**config.mk**
```make
export PLATFORM = sky130hd
export DESIGN_NAME = wdg_core
export DESIGN_NICKNAME = d
export VERILOG_FILES = /design/src/core/wdg_pkg.sv /design/src/core/wdg_prescaler.sv /design/src/core/wdg_core.sv
export SDC_FILE = /design/constraint.sdc
export NUM_CORES = 1
export LEC_CHECK = 0
export ABC_AREA = 1
export ABC_CLOCK_PERIOD_IN_PS = 3100
export BUFFER_PORTS_ARGS = -buffer_cell sky130_fd_sc_hd__buf_2
export CORE_MARGIN = 4
export CORE_UTILIZATION = 25
export CTS_BUF_LIST = sky130_fd_sc_hd__clkbuf_4 sky130_fd_sc_hd__clkbuf_8
export CTS_CLUSTER_SIZE = 12
export DETAILED_ROUTE_END_ITERATION = 12
export GPL_TIMING_DRIVEN = 1
export SYNTH_ARGS = -nofsm -noshare
export SYNTH_HDL_FRONTEND = slang
export SYNTH_HIERARCHICAL = 1
export SYNTH_SLANG_ARGS = --single-unit
export TNS_END_PERCENT = 1
```
**constraint.sdc**
```tcl
create_clock -name clock_in -period 3.1 [get_ports clock_in]
set_input_delay 0.62 -clock clock_in [delete_from_list [all_inputs] [get_ports clock_in]]
set_output_delay 0.62 -clock clock_in [all_outputs]
set_load 0.01 [all_outputs]
```
**src/core/wdg_pkg.sv**
```systemverilog
package wdg_pkg;
  // ==========================================================================
  // Register map
  localparam logic [7:0] WDG_REG_ADDR        = 8'hd8;
  localparam logic [7:0] WDG_REG_RESET       = 8'hfe;
  localparam logic [7:0] WDG_REARM_VALUE     = 8'hfe;
  localparam int         WDG_ARM_BIT         = 0;
  localparam int         WDG_SWRST_BIT       = 1;
  localparam int         WDG_PERIOD_LO_BIT   = 2;
  localparam int         WDG_PERIOD_HI_BIT   = 7;
  localparam int         WDG_CNT_W           = 7;
  // ==========================================================================
  // Timing
  localparam int         WDG_PRESCALE_CYCLES = 3072;
  localparam int         WDG_MIN_INSTR       = 28;
  localparam int         WDG_INSTR_CYCLES    = 4;
  localparam int         WDG_GUARD_CYCLES    = WDG_MIN_INSTR * WDG_INSTR_CYCLES;
  localparam int         WDG_RST_PULSE       = 4;
  localparam real        WDG_CLK_MHZ         = 50.0;

  typedef struct packed {
    logic       wr;
    logic       rd;
    logic [7:0] addr;
    logic [7:0] wdata;
  } wdg_bus_t;

  typedef enum logic [1:0] {
    WDG_IDLE,
    WDG_ARMED,
    WDG_FROZEN
  } wdg_state_t;
endpackage

```
**src/core/wdg_prescaler.sv**
```systemverilog
`timescale 1ns/1ps
`default_nettype none
module wdg_prescaler #(
  parameter int DIV = 3072
) (
  input  wire logic clock_in,
  input  wire logic srst_in,
  input  wire logic run_in,
  input  wire logic clear_in,
  output logic      tick_out
);
  localparam int CW = $clog2(DIV);

  logic [CW-1:0] cnt_ff;
  logic          tick_ff;
  wire           at_end = (cnt_ff == CW'(DIV - 1));

  // ==========================================================================
  // Divider gated by run_in, one enable pulse per period
  always_ff @(posedge clock_in) begin
    if (srst_in || clear_in) begin
      cnt_ff  <= '0;
      tick_ff <= 1'b0;
    end else if (run_in) begin
      cnt_ff  <= at_end ? '0 : cnt_ff + 1'b1;
      tick_ff <= at_end;
    end else begin
      tick_ff <= 1'b0;
    end
  end

  assign tick_out = tick_ff;
endmodule
`default_nettype wire

```
**src/core/wdg_core.sv**
```systemverilog
`timescale 1ns/1ps
`default_nettype none
module wdg_core
  import wdg_pkg::*;
#(
  parameter int PRESCALE = WDG_PRESCALE_CYCLES,
  parameter int GUARD    = WDG_GUARD_CYCLES
) (
  input  wire logic         clock_in,
  input  wire logic         srst_in,
  input  wire wdg_pkg::wdg_bus_t bus_in,
  input  wire logic         hw_activation_in,
  input  wire logic         ext_stop_ctrl_in,
  input  wire logic         stop_req_in,
  input  wire logic         stop_exit_in,
  input  wire logic         nmi_pin_in,
  input  wire logic         nmi_req_in,
  input  wire logic         global_irq_enable_in,
  output logic [7:0]        rdata_out,
  output logic              chip_reset_out,
  output logic              osc_stop_out,
  output logic              wait_mode_out,
  output logic              nmi_service_out,
  output logic              nmi_wake_out
);
  import wdg_pkg::*;

  function automatic logic [5:0] rev6(input logic [5:0] v);
    for (int i = 0; i < 6; i++) begin
      rev6[i] = v[5-i];
    end
  endfunction

  logic [WDG_CNT_W-1:0] cnt_ff;
  logic                 arm_ff;
  logic [7:0]           rdata_ff;
  logic                 rst_ff;
  logic [2:0]           rst_len_ff;
  logic [$clog2(GUARD+1)-1:0] guard_ff;
  logic                 hw_seen_ff;
  logic                 stop_ff;
  logic                 wait_ff;
  logic                 nmi_srv_ff;
  logic                 nmi_wake_ff;
  logic                 tick;

  // ==========================================================================
  // Decode
  wire       wr_hit   = bus_in.wr && (bus_in.addr == WDG_REG_ADDR);
  wire       rd_hit   = bus_in.rd && (bus_in.addr == WDG_REG_ADDR);
  wire       armed    = arm_ff || hw_activation_in;
  wire [6:0] wr_cnt   = {rev6(bus_in.wdata[WDG_PERIOD_HI_BIT:WDG_PERIOD_LO_BIT]),
                         bus_in.wdata[WDG_SWRST_BIT]};
  wire [7:0] rd_val   = {rev6(cnt_ff[6:1]), cnt_ff[0], armed};
  wire       sw_reset = wr_hit && !bus_in.wdata[WDG_SWRST_BIT];
  // Counter bit six sits at index 0 of cnt_ff, the software-reset slot
  wire [6:0] dec_cnt  = {cnt_ff[6:1], cnt_ff[0]};
  wire [6:0] phys     = {dec_cnt[0], rev6(rev6(dec_cnt[6:1]))};
  wire       stop_frz = stop_req_in && ext_stop_ctrl_in && nmi_pin_in;
  wire       stop_wt  = stop_req_in && armed && !stop_frz;
  wire       frozen   = stop_ff;
  wire [6:0] phys_nx  = phys - 7'h01;
  wire       bit6_fall = tick && phys[6] && !phys_nx[6];
  wire       guard_ok = (guard_ff == '0);
  wire       wd_fire  = armed && bit6_fall && guard_ok;
  wire [6:0] cnt_nx   = {phys_nx[5:0], phys_nx[6]};

  wdg_prescaler #(
    .DIV (PRESCALE)
  ) u_pre (
    .clock_in (clock_in),
    .srst_in  (srst_in),
    .run_in   (!frozen),
    .clear_in (wr_hit || rst_ff),
    .tick_out (tick)
  );

  // ==========================================================================
  // Counter and arm bit
  always_ff @(posedge clock_in) begin
    if (srst_in || rst_ff) begin
      cnt_ff <= WDG_REG_RESET[7:1];
      arm_ff <= WDG_REG_RESET[WDG_ARM_BIT];
    end else if (wr_hit) begin
      cnt_ff <= wr_cnt;
      arm_ff <= arm_ff | bus_in.wdata[WDG_ARM_BIT];
    end else if (tick && !frozen) begin
      cnt_ff <= cnt_nx;
    end
  end

  // ==========================================================================
  // Guard window after arming or after reset in hardware mode
  always_ff @(posedge clock_in) begin
    if (srst_in || rst_ff) begin
      guard_ff   <= ($clog2(GUARD+1))'(GUARD);
      hw_seen_ff <= 1'b0;
    end else begin
      hw_seen_ff <= 1'b1;
      if (wr_hit && bus_in.wdata[WDG_ARM_BIT] && !armed) begin
        guard_ff <= ($clog2(GUARD+1))'(GUARD);
      end else if (!guard_ok && (armed || !hw_seen_ff)) begin
        guard_ff <= guard_ff - 1'b1;
      end
    end
  end

  // ==========================================================================
  // Reset pulse, power mode and interrupt wake
  always_ff @(posedge clock_in) begin
    if (srst_in) begin
      rst_ff      <= 1'b0;
      rst_len_ff  <= '0;
      stop_ff     <= 1'b0;
      wait_ff     <= 1'b0;
      nmi_srv_ff  <= 1'b0;
      nmi_wake_ff <= 1'b0;
      rdata_ff    <= WDG_REG_RESET;
    end else begin
      if (sw_reset || wd_fire) begin
        rst_ff     <= 1'b1;
        rst_len_ff <= 3'(WDG_RST_PULSE - 1);
      end else if (rst_len_ff != '0) begin
        rst_len_ff <= rst_len_ff - 1'b1;
      end else begin
        rst_ff <= 1'b0;
      end
      if (stop_exit_in || rst_ff) begin
        stop_ff <= 1'b0;
        wait_ff <= 1'b0;
      end else if (stop_frz) begin
        stop_ff <= 1'b1;
      end else if (stop_wt) begin
        wait_ff <= 1'b1;
      end
      nmi_srv_ff  <= nmi_req_in;
      nmi_wake_ff <= nmi_req_in && global_irq_enable_in && (stop_ff || wait_ff);
      if (rd_hit) begin
        rdata_ff <= rd_val;
      end
    end
  end

  assign rdata_out       = rdata_ff;
  assign chip_reset_out  = rst_ff;
  assign osc_stop_out    = stop_ff;
  assign wait_mode_out   = wait_ff;
  assign nmi_service_out = nmi_srv_ff;
  assign nmi_wake_out    = nmi_wake_ff;

  // ==========================================================================
  // Checks
  chk_swrst_reset: assert property (@(posedge clock_in) disable iff (srst_in)
    sw_reset |=> chip_reset_out)
    else $error("software reset bit clear did not reset");
  chk_frozen_hold: assert property (@(posedge clock_in) disable iff (srst_in)
    (frozen && !wr_hit && !rst_ff) |=> $stable(cnt_ff))
    else $error("counter moved while frozen");
  chk_hw_arm_read: assert property (@(posedge clock_in) disable iff (srst_in)
    (rd_hit && hw_activation_in) |=> rdata_out[0])
    else $error("arm bit not forced in hardware mode");
  chk_arm_sticky: assert property (@(posedge clock_in) disable iff (srst_in)
    (arm_ff && !rst_ff) |=> arm_ff)
    else $error("arm bit cleared without reset");
  chk_no_fire_disarmed: assert property (@(posedge clock_in) disable iff (srst_in)
    !armed |-> !wd_fire)
    else $error("reset fired while disarmed");
  chk_guard_hold: assert property (@(posedge clock_in) disable iff (srst_in)
    !guard_ok |-> !wd_fire)
    else $error("reset inside guard window");
  chk_reload_map: assert property (@(posedge clock_in) disable iff (srst_in)
    (wr_hit && !rst_ff) |=> (cnt_ff[6:1] == rev6($past(bus_in.wdata[7:2]))))
    else $error("period bits not reversed");
  chk_wake_mask: assert property (@(posedge clock_in) disable iff (srst_in)
    !global_irq_enable_in |=> !nmi_wake_out)
    else $error("masked interrupt woke core");
endmodule
`default_nettype wire

```
## After elaboration in Yosys (flattened, before gate mapping)

Cells that the tools add are included.

- Reductions and logical operators: 41
- Equality and inequality tests: 3
- Bitwise logic cells: 2
- $add $sub $neg: 4
- Mux-type cells: 8

Operators with widths:

| kind | number |
|---|---|
| $logic_and 1x1->1 | 17 |
| $mux 7 | 2 |
| $sub 7x1->7 const B | 2 |
| $add 12x1->12 const B | 1 |
| $eq 12x12->1 const B | 1 |
| $mux 12 | 1 |
| $eq 8x8->1 const B | 1 |
| $logic_or 1x1->1 | 8 |
| $reduce_or 2->1 | 4 |
| $logic_not 1->1 | 7 |
| $logic_not 7->1 | 1 |
| $mux 2 | 2 |
| $reduce_bool 2->1 | 2 |
| $mux 1 | 3 |
| $reduce_bool 3->1 | 1 |
| $sub 3x1->3 const B | 1 |
| $ne 2x2->1 const B | 1 |
| $reduce_and 2->1 | 1 |
| $not 1->1 | 1 |
| $or 1x1->1 | 1 |

- Output and inout bits: 13
- Input port bits: 27
- Register bits after elaboration: 45
- Logic and storage cells: 72

## Longest topological paths before layout

Gate-level depths: netlist of the first run.

- Word-level depth: 7
- Gate-level depth with buffers: 10
- Mapped depth without buffers: 10

## By module

Netlist of the first run, hierarchy kept.

Modules (own cells, without submodules):

| module | times used | area an instance (µm²) | seq. area each (µm²) | cells each |
|---|---|---|---|---|
| wdg_core | 1 | 1779.2 | 640.6 | 242 |
| wdg_prescaler | 1 | 654.4 | 260.2 | 90 |

## Worst setup path after synthesis of the first run

OpenSTA, ideal clock, no wires.

- Path kind: in2reg
- Start point: in bus_in[13] (netlist bit)
- End point: reg u_pre.cnt_ff[0]
- Arrival time: 1682 ps
- Library setup time: 70 ps
- Path buffers: 0
- Setup slack: 1348 ps
- Data required time: 3030 ps
- Stages on the path: 9
- Cells stage by stage: inv_1 > nand2_1 > nor2_4 > nand2_4 > nor2_8 > or2_2 > nor2_1 > o21ai_0 > a21oi_1

- Word-level cells in the longest chain between the ends: 4

RTL lines:

| item | line | source |
|---|---|---|
| start: declaration | wdg_core.sv:11 | `input wire wdg_pkg::wdg_bus_t bus_in,` |
| $eq 8x8->1 | wdg_core.sv:49 | `wire wr_hit = bus_in.wr && (bus_in.addr == WDG_REG_ADDR);` |
| $logic_and 1x1->1 | wdg_core.sv:49 |  |
| $logic_or 1x1->1 | wdg_core.sv:74 | `.clear_in (wr_hit \|\| rst_ff),` |
| $logic_or 1x1->1 | wdg_prescaler.sv:21 | `if (srst_in \|\| clear_in) begin` |
| end signal: assignment | wdg_prescaler.sv:25 | `cnt_ff <= at_end ? '0 : cnt_ff + 1'b1;` |
| end: declaration | wdg_prescaler.sv:14 | `logic [CW-1:0] cnt_ff;` |

Every way passes these cells.
A chain may end at the register's enable or synchronous reset.

## Final worst setup path of the first run

- Start point: in bus_in[13] (netlist bit)
- End point: reg u_pre.cnt_ff[1]

Same word-level chain as after synthesis.

==> results of run 1 <==
[area by class of cell]
type                            count  share of cell area
Timing Repair Buffer               39              0.0679
Inverter                           51              0.0666
Clock buffer                        6              0.0265
Tap cell                          129              0.0561
Sequential cell                    45               0.313
Multi-Input combinational cell    233               0.456
Clock inverter                      2              0.0135
[final timing paths]
| path | endpoint | from | cells past startpoint |
|---|---|---|---|
| setup reg to reg | guard_ff[3]$_SDFFE_PP0P_ | guard_ff[0]$_SDFFE_PP0P_ | 10 |
| setup / recovery | u_pre/cnt_ff[1]$_SDFFE_PP0P_ | bus_in[13] | 10 |
| hold / removal | rdata_out[0]$_SDFFE_PP0P_ | rdata_out[0]$_SDFFE_PP0P_ | 2 |
| hold reg to reg | rdata_out[0]$_SDFFE_PP0P_ | rdata_out[0]$_SDFFE_PP0P_ | 2 |
[kinds of logic (layout without fill, tap and decap cells)]
group / count (synthesis) / in the layout / share of synthesized area
AOI/OAI and AO/OA: 28 / 28 / 0.0807
xor gates and xnor gates: 10 / 10 / 0.0360
adders and majority gates: 6 / 6 / 0.0308
buffers and inverters: 54 / 98 / 0.0910
DFF: 45 / 45 / 0.370
and+or+nand+nor: 189 / 189 / 0.391
[state kept, by name (all words and copies together), names as in the netlist, 3 cells and up]
| register | count |
|---|---|
| rdata_out | 8 |
| guard_ff | 7 |
| cnt_ff | 7 |
| rst_len_ff | 3 |
| u_pre/cnt_ff | 12 |
[worst max-delay path: cells and delay by family]
kind | cells | cell delay (ns)
and+or+nand+nor | 6 | 0.90
buffers and inverters | 3 | 0.27
AOI/OAI and AO/OA | 1 | 0.15
[per-stage QoR]
stage | instances | power (mW)
floorplan | 332 | 0.836
global placement | 497 | 0.885
detailed placement | 497 | 0.900
CTS | 505 | 1.37
global route | 505 | 1.43
finish | 505 | 1.35
[power groups by stage]
stage          Combinational (mW)  Clock [mW]  Sequential [mW]
2_1_floorplan               0.181           0            0.655
3_3_place_gp                0.227           0            0.658
3_5_place_dp                0.241           0            0.659
4_1_cts                     0.243       0.478            0.646
5_1_grt                     0.283       0.495            0.651
6_report                    0.240       0.463            0.646
[per-layer routing]
metal | part of all wire | wire length [um] | track usage | vias to the layer above
met1 | 0.44 | 2370 | 0.103 | 980
li1 | - | - | - | 1142
met2 | 0.50 | 2660 | 0.179 | 41
met5 | 0 | 0 | 0 | -
met4 | 0.012 | 65 | 0.0301 | 0
met3 | 0.043 | 229 | 0.0241 | 7
[synth_stat cells, drive strengths merged]
library cell  count
nand2            83
inv              51
nor2             49
dfxtp            45
nand3            35
nand4            14
a21oi            12
xor2              8
o211ai            7
o21ai             7
ha                6
buf               3
nand3b            3
nor3              3
or2               2
xnor2             2
a31oi             1
o31ai             1
==> flow_summary.json, run 1 <==
{
  "final_cell_mix": "nand2_1 (73), inv_1 (49), dfxtp_1 (45)",
  "dieWidth_um": 107,
  "n_fill_cell": 1039,
  "cts_buffers": 5,
  "powerDensity_nw_per_um2": 469,
  "p_sw_mw": 0.383,
  "place_ws_ns": 1.05,
  "clockBufferDepth": 2,
  "finalWeightedCongestion": 0.826,
  "grt_pass1_vias": 2059,
  "cts_resized": 0,
  "drc": 0,
  "hpwl_mm": 4.11,
  "ff2ff_setup_slack_ns": 1.68,
  "required_ns": 3.34,
  "wire_per_inst_um": 10.5,
  "synthCells": 332,
  "synth_fp_nets": 365,
  "worstSkewPairLatency_ns": 0.30,
  "antenna_found_initial": 0,
  "area_delta_synth_final_pct": 18.1,
  "ir_drop_v": 0.000201,
  "hp-class": "reg2reg",
  "finalSetupViolCount": 0,
  "cp-end-kind": "register",
  "synth_area_um2": 2430,
  "synth_area_leaders": "dfxtp_1 (37%), nand2_1 (11%), inv_1 (7.6%)",
  "rows": 35,
  "firstDrtPassIters": 4,
  "initial_core_util": 0.260,
  "slew_headroom": 0.674,
  "grt_pass1_wl_mm": 8.80,
  "whs_ns": 0.466,
  "fin_ws_ns": 1.38,
  "period_needed_ns": 1.72,
  "wl_mm": 5.33,
  "vias_per_cell": 4.30,
  "maxSlewViolCount": 0,
  "layout_commonest_cell": "nand2_1",
  "seq_area_um2": 901,
  "core_area_um2": 9370,
  "cts_root_buffer": "clkbuf_8",
  "worstPathArrival_ns": 1.95,
  "hold_buffers": 0,
  "slowest_stage": "nor2_1",
  "cts_tree": "built",
  "status": "finished, final reports clean",
  "nets": 408,
  "drive_gt1_frac": 0.218,
  "diodes": 0,
  "grt_start_max_net_pins": 17,
  "synth_top_area_share": 0.370,
  "pwr-share-seq": 0.479,
  "drv_cap": 0,
  "overflow": 0,
  "yosys_register_bits": 45,
  "fin_crit_sh": 0.554,
  "critPathMostFrequentCell": "inv_1",
  "p_clk_frac": 0.343,
  "fin_util": 0.307,
  "clock_sinks": 45,
  "dieArea_um2": 11400,
  "p_leak_nw": 1.42,
  "synth_seq_area_share": 0.370,
  "grt_usage": 0.0949,
  "postCtsSetupBuffers": 0,
  "max_stage_delay_ns": 0.34,
  "clk_pin_slew_ns": 0.09,
  "worst_slew_pin_slew_ns": 0.488,
  "start_kind": "input pin",
  "finalHoldViolations": 0,
  "synth_top_area_cell": "dfxtp_1",
  "tns_ns": 0,
  "synth_cell_type_count": 29,
  "ios": 40,
  "clock.fmax_ghz": 0.582,
  "p_int_mw": 0.965,
  "ant_nets": 0,
  "clock_skew_ns": 0.00825,
  "drt_iter0_markers": 93,
  "ys_warn_count": 6,
  "rsz0062_at_grt": "false",
  "path_max_fanout": 10,
  "worstPathCellList": "buf_2 > inv_1 > nand2_1 > nor2_4 > nand2_4 > nor2_8 > or2_2 > nor2_1 > inv_1 > a21oi_1",
  "htreeDepth": 2,
  "vias": 2170,
  "final_cell_area_um2": 2880,
  "p_sw_frac": 0.284,
  "multiInputGateArea_um2": 1310,
  "combinationalPowerShare": 0.178,
  "io_buffers": 39,
  "crit_type": "in2reg",
  "place_area_um2": 2760,
  "die_h_um": 107,
  "syn_area_per_cell_um2": 7.33
}
Note: power is estimated with default switching activity, not from simulation.
==> inputs of run 2 (changes only) <==
--- a/config.mk
+++ b/config.mk
@@ -6,7 +6,7 @@
 export NUM_CORES = 1
 export LEC_CHECK = 0
 export ABC_AREA = 1
-export ABC_CLOCK_PERIOD_IN_PS = 3100
+export ABC_CLOCK_PERIOD_IN_PS = 1600
 export BUFFER_PORTS_ARGS = -buffer_cell sky130_fd_sc_hd__buf_2
 export CORE_MARGIN = 4
 export CORE_UTILIZATION = 25
==> constraint.sdc (replaced) <==
create_clock -name clock_in -period 1.6 [get_ports clock_in]
set_input_delay 0.32 -clock clock_in [delete_from_list [all_inputs] [get_ports clock_in]]
set_output_delay 0.32 -clock clock_in [all_outputs]
set_load 0.01 [all_outputs]
==> run 2 against run 1 <==
Against the previous run:
- setup slack got worse by 1.2 ns
- sequential cell count unchanged
- final area increased by 0.96%
- die area unchanged
- combinational power increased by 96%
- global-route usage increased by 0.32 points
- clock skew increased by 0.0018 ns
- highest routed layer unchanged
- sequential share of layout area decreased by 0.30 points
==> flow_summary.json, run 2 (synthesis gave the netlist of run 1 again) <==
{
  "postCtsSetupBuffers": 0,
  "powerDensity_nw_per_um2": 842,
  "drive_gt1_frac": 0.232,
  "wl_mm": 5.30,
  "hold_buffers": 0,
  "drc": 0,
  "layout_commonest_cell": "nand2_1",
  "overflow": 0,
  "crit_type": "reg2reg",
  "cp-end-kind": "register",
  "ir_drop_v": 0.000450,
  "tns_ns": 0,
  "worst_slew_pin_slew_ns": 0.458,
  "area_delta_synth_final_pct": 19.3,
  "largest_register_ffs": 12,
  "diodes": 0,
  "grt_start_max_net_pins": 17,
  "worstSkewPairLatency_ns": 0.30,
  "firstDrtPassIters": 4,
  "rsz0062_at_grt": "false",
  "crit_path_start": "u_pre/cnt_ff[1]$_SDFFE_PP0P_",
  "antenna_found_initial": 0,
  "worstPathArrival_ns": 1.59,
  "ff2ff_setup_slack_ns": 0.20,
  "dieArea_um2": 11400,
  "clock_sinks": 45,
  "maxSlewViolCount": 0,
  "drv_cap": 0,
  "final_cell_mix": "nand2_1 (73), inv_1 (49), dfxtp_1 (45)",
  "period_needed_ns": 1.40,
  "vias": 2229,
  "ant_nets": 0,
  "power_mw": 2.44,
  "fin_crit_sh": 0.875,
  "htreeDepth": 2,
  "hp-start": "bus_in[5]",
  "wire_per_inst_um": 10.4,
  "clock_skew_ns": 0.0101,
  "die_h_um": 107,
  "cts_root_buffer": "clkbuf_8",
  "r2r_start": "u_pre/cnt_ff[1]$_SDFFE_PP0P_",
  "rows": 35,
  "cts_buffers": 5,
  "grt_pass1_wl_mm": 9.14,
  "hpwl_mm": 4.18,
  "grt_pass1_vias": 2119,
  "start_kind": "register",
  "drt_iter0_markers": 96,
  "finalSetupViolCount": 0,
  "whs_ns": 0.224,
  "required_ns": 1.79,
  "clk_pin_slew_ns": 0.10,
  "path_max_fanout": 7,
  "cts_tree": "built",
  "cts_resized": 0,
  "finalHoldViolations": 0,
  "hp-class": "in2reg",
  "fin_util": 0.310,
  "clockBufferDepth": 2,
  "ios": 40,
  "grt_usage": 0.0981,
  "vias_per_cell": 4.35,
  "place_ws_ns": 0.0757,
  "initial_core_util": 0.260,
  "p_leak_nw": 1.44,
  "dieWidth_um": 107,
  "status": "finished, final reports clean",
  "nets": 415,
  "io_buffers": 39,
  "slew_headroom": 0.692,
  "regMostFlops": "u_pre/cnt_ff",
  "core_area_um2": 9370,
  "n_fill_cell": 1038,
  "finalWeightedCongestion": 0.850,
  "fin_ws_ns": 0.200,
  "clock.fmax_ghz": 0.714
}
[run 2: cell count changes in the layout (fill, tap and decap cells not counted)]
cell	previous run	this run
clkinv_4	1	0
buf_4	0	7
clkbuf_4	1	0
inv_6	0	1
clkinv_2	0	1
bufinv_16	1	0
clkinvlp_4	0	1
[run 2: worst paths after layout]
path,endpoint,cells past startpoint
max,u_pre/cnt_ff[5]$_SDFFE_PP0P_,6
min,cnt_ff[3]$_SDFFE_PN1P_,3
max reg2reg,u_pre/cnt_ff[5]$_SDFFE_PP0P_,6
min reg2reg,rdata_out[0]$_SDFFE_PP0P_,2
[run 2: per-stage QoR]
step,cells,instance area (um^2)
2_1_floorplan,332,2430
3_3_place_gp,504,2810
3_5_place_dp,504,2810
4_1_cts,512,2900
5_1_grt,512,2900
6_report,512,2900
[run 2: power breakdown]
group	switching (mW)	internal (mW)
registers	0.0570	1.19
clock network	0.412	0.310
logic	0.276	0.194
total	0.744	1.70
[run 2: worst max-delay path, cell delays in order, from the launching register on]
cell and delay (ns):
dfxtp_1 0.37, ha_1 0.21, nand3_1 0.15, nor2_4 0.19, nand3_1 0.16, nand2_2 0.14
nor2_1 0.06
[run 2: layout make-up]
cell class,count,area (um^2),share of cell area
multi-input combinational,233,1310,0.452
clock buffer,5,68.8,0.0237
sequential,45,901,0.310
inverter,51,191,0.0659
timing repair buffer,46,248,0.0853
tap,129,161,0.0556
clock inverter,3,21.3,0.00733
[run 2: routing by layer]
metal,up-vias,GRT usage,part of all wire
met1,1020,0.109,0.44
met5,-,0,0
met4,0,0.0484,0.025
met3,10,0.0319,0.055
met2,43,0.169,0.48
li1,1156,-,-
==> inputs of run 3 (changes only) <==
--- a/config.mk
+++ b/config.mk
@@ -5,7 +5,6 @@
 export SDC_FILE = /design/constraint.sdc
 export NUM_CORES = 1
 export LEC_CHECK = 0
-export ABC_AREA = 1
 export ABC_CLOCK_PERIOD_IN_PS = 1600
 export BUFFER_PORTS_ARGS = -buffer_cell sky130_fd_sc_hd__buf_2
 export CORE_MARGIN = 4
==> run 3 against run 2 <==
Against the previous run:
- clock skew shrank 0.0050 ns
- sequential share of layout area is 2.7 points higher
- count of clock-buffer cells in the layout unchanged
- sequential power about the same
- via count decreased by 19%
- largest cell class unchanged
- highest routed layer unchanged
==> flow_summary.json, run 3 <==
{
  "firstDrtPassIters": 4,
  "finalHoldViolations": 0,
  "antenna_found_initial": 0,
  "drv_cap": 0,
  "period_needed_ns": 1.53,
  "dieWidth_um": 99.9,
  "synth.most_common_cell": "dfxtp_1",
  "n_fill_cell": 851,
  "powerDensity_nw_per_um2": 944,
  "synthCells": 233,
  "synth_cell_type_count": 49,
  "clockBufferDepth": 2,
  "wl_mm": 4.75,
  "hp-start": "stop_exit_in",
  "place_area_um2": 2550,
  "largest_register_ffs": 12,
  "place_ws_ns": -0.0217,
  "clk_pin_slew_ns": 0.09,
  "wire_per_inst_um": 12.0,
  "synth_area_um2": 2110,
  "yosys_register_bits": 45,
  "rows": 33,
  "synth_fp_nets": 266,
  "cts_tree": "built",
  "r2r_start": "cnt_ff[3]$_SDFFE_PN1P_",
  "area_delta_synth_final_pct": 27.2,
  "required_ns": 1.79,
  "cts_buffers": 5,
  "final_cell_mix": "dfxtp_1 (41), buf_2 (39), nor2_1 (28)",
  "worstSkewPairLatency_ns": 0.29,
  "overflow": 0,
  "synth_top_area_cell": "dfxtp_1",
  "hpwl_mm": 3.74,
  "nets": 324,
  "syn_area_per_cell_um2": 9.06,
  "initial_core_util": 0.257,
  "ios": 40,
  "synth_top_area_share": 0.427,
  "grt_start_max_net_pins": 17,
  "start_kind": "register",
  "postCtsSetupBuffers": 0,
  "status": "finished, final reports clean",
  "async_flop_share": 0,
  "die_h_um": 99.9,
  "clock_skew_ns": 0.00503,
  "finalWeightedCongestion": 0.728,
  "core_area_um2": 8220,
  "dieArea_um2": 9980,
  "synthTopCellsByCount": "dfxtp_1 (45), nor2_1 (28), inv_1 (18), nand2_1 (16)",
  "p_leak_nw": 1.13,
  "tns_ns": 0,
  "grt_usage": 0.0978,
  "ys.flop_type": "dfxtp_1",
  "fin_crit_sh": 0.957,
  "vias": 1806,
  "finalSetupViolCount": 0,
  "crit_path_start": "cnt_ff[3]$_SDFFE_PN1P_",
  "synth_seq_area_share": 0.427,
  "synth_edf_count": 0,
  "rsz0062_at_grt": "true",
  "drive_gt1_frac": 0.305,
  "diodes": 0,
  "grt_pass1_vias": 1758,
  "worst_slew_pin_slew_ns": 0.390,
  "clock_sinks": 45,
  "io_buffers": 39,
  "htreeDepth": 2,
  "ys_warn_count": 6,
  "maxSlewViolCount": 0,
  "cp-end-kind": "register",
  "cts_root_buffer": "clkbuf_8",
  "grt_pass1_wl_mm": 7.78,
  "ir_drop_v": 0.000486,
  "hold_buffers": 0,
  "final_cell_area_um2": 2690,
  "crit_type": "reg2reg",
  "cts_resized": 0,
  "path_max_fanout": 4,
  "clock.fmax_ghz": 0.653,
  "hp-class": "in2reg",
  "ant_nets": 0,
  "layout_commonest_cell": "dfxtp_1",
  "slew_headroom": 0.739,
  "vias_per_cell": 4.55,
  "synth_area_leaders": "dfxtp_1 (43%), xnor2_1 (5.4%), nor2_1 (5.0%)",
  "drc": 0,
  "regMostFlops": "u_pre/cnt_ff",
  "drt_iter0_markers": 44,
  "worstPathArrival_ns": 1.72,
  "fin_ws_ns": 0.0681
}
[run 3: layout make-up]
cell class / instances / area, um^2 / area share
Clock inverter: 3 / 46.3 / 0.0172
Clock buffer: 5 / 68.8 / 0.0256
Inverter: 18 / 67.6 / 0.0252
Sequential cell: 45 / 906 / 0.337
Multi-Input combinational cell: 164 / 1140 / 0.423
Tap cell: 105 / 131 / 0.0489
Timing Repair Buffer: 57 / 330 / 0.123
[run 3: report_power, final]
| part | leakage (nW) | internal (mW) | total [mW] | switching, mW |
|---|---|---|---|---|
| Combinational | 0.706 | 0.209 | 0.431 | 0.222 |
| Clock | 0.0543 | 0.467 | 0.850 | 0.383 |
| Sequential | 0.368 | 1.20 | 1.25 | 0.0552 |
[run 3: worst paths after layout]
check | end | slack [ns] | depth (start not counted)
setup / recovery | rst_len_ff[2]$_SDFFE_PP0N_ | 0.07 | 4
hold / removal | wait_mode_out$_SDFFE_PP0P_ | 0.20 | 2
setup reg to reg | rst_len_ff[2]$_SDFFE_PP0N_ | 0.07 | 4
hold reg to reg | rdata_out[0]$_SDFFE_PP0P_ | 0.46 | 2
[run 3: layer usage]
layer / vias to the layer above / track usage / wire (um)
li1: 929 / - / -
met1: 831 / 0.115 / 2150
met2: 42 / 0.171 / 2320
met3: 4 / 0.0327 / 258
met4: 0 / 0.0252 / 27
met5: - / 0 / 0
[run 3: logic make-up after synthesis]
logic type	share of synthesized area
xor+xnor	0.0788
compound gates	0.152
mux	0.00948
buf+inv	0.0438
simple gates	0.254
fa+ha+maj	0.0355
flops	0.427
[run 3: metrics by stage]
| stage | cells | hold WS (ns) | utilization | total power, mW |
|---|---|---|---|---|
| 2_1_floorplan | 233 | 0.399 | - | 1.57 |
| 3_3_place_gp | 389 | 0.446 | 0.311 | 1.70 |
| 3_5_place_dp | 389 | 0.449 | 0.311 | 1.70 |
| 4_1_cts | 397 | 0.192 | 0.325 | 2.57 |
| 5_1_grt | 397 | 0.183 | 0.327 | 2.70 |
| 6_report | 397 | 0.203 | 0.327 | 2.54 |
[run 3: worst max-delay path, cell delays in order (launching register included)]
cell and delay (ns):
dfxtp_1 0.32, or4_4 0.55, nor4_4 0.30, a21oi_2 0.09
nor3b_2 0.16
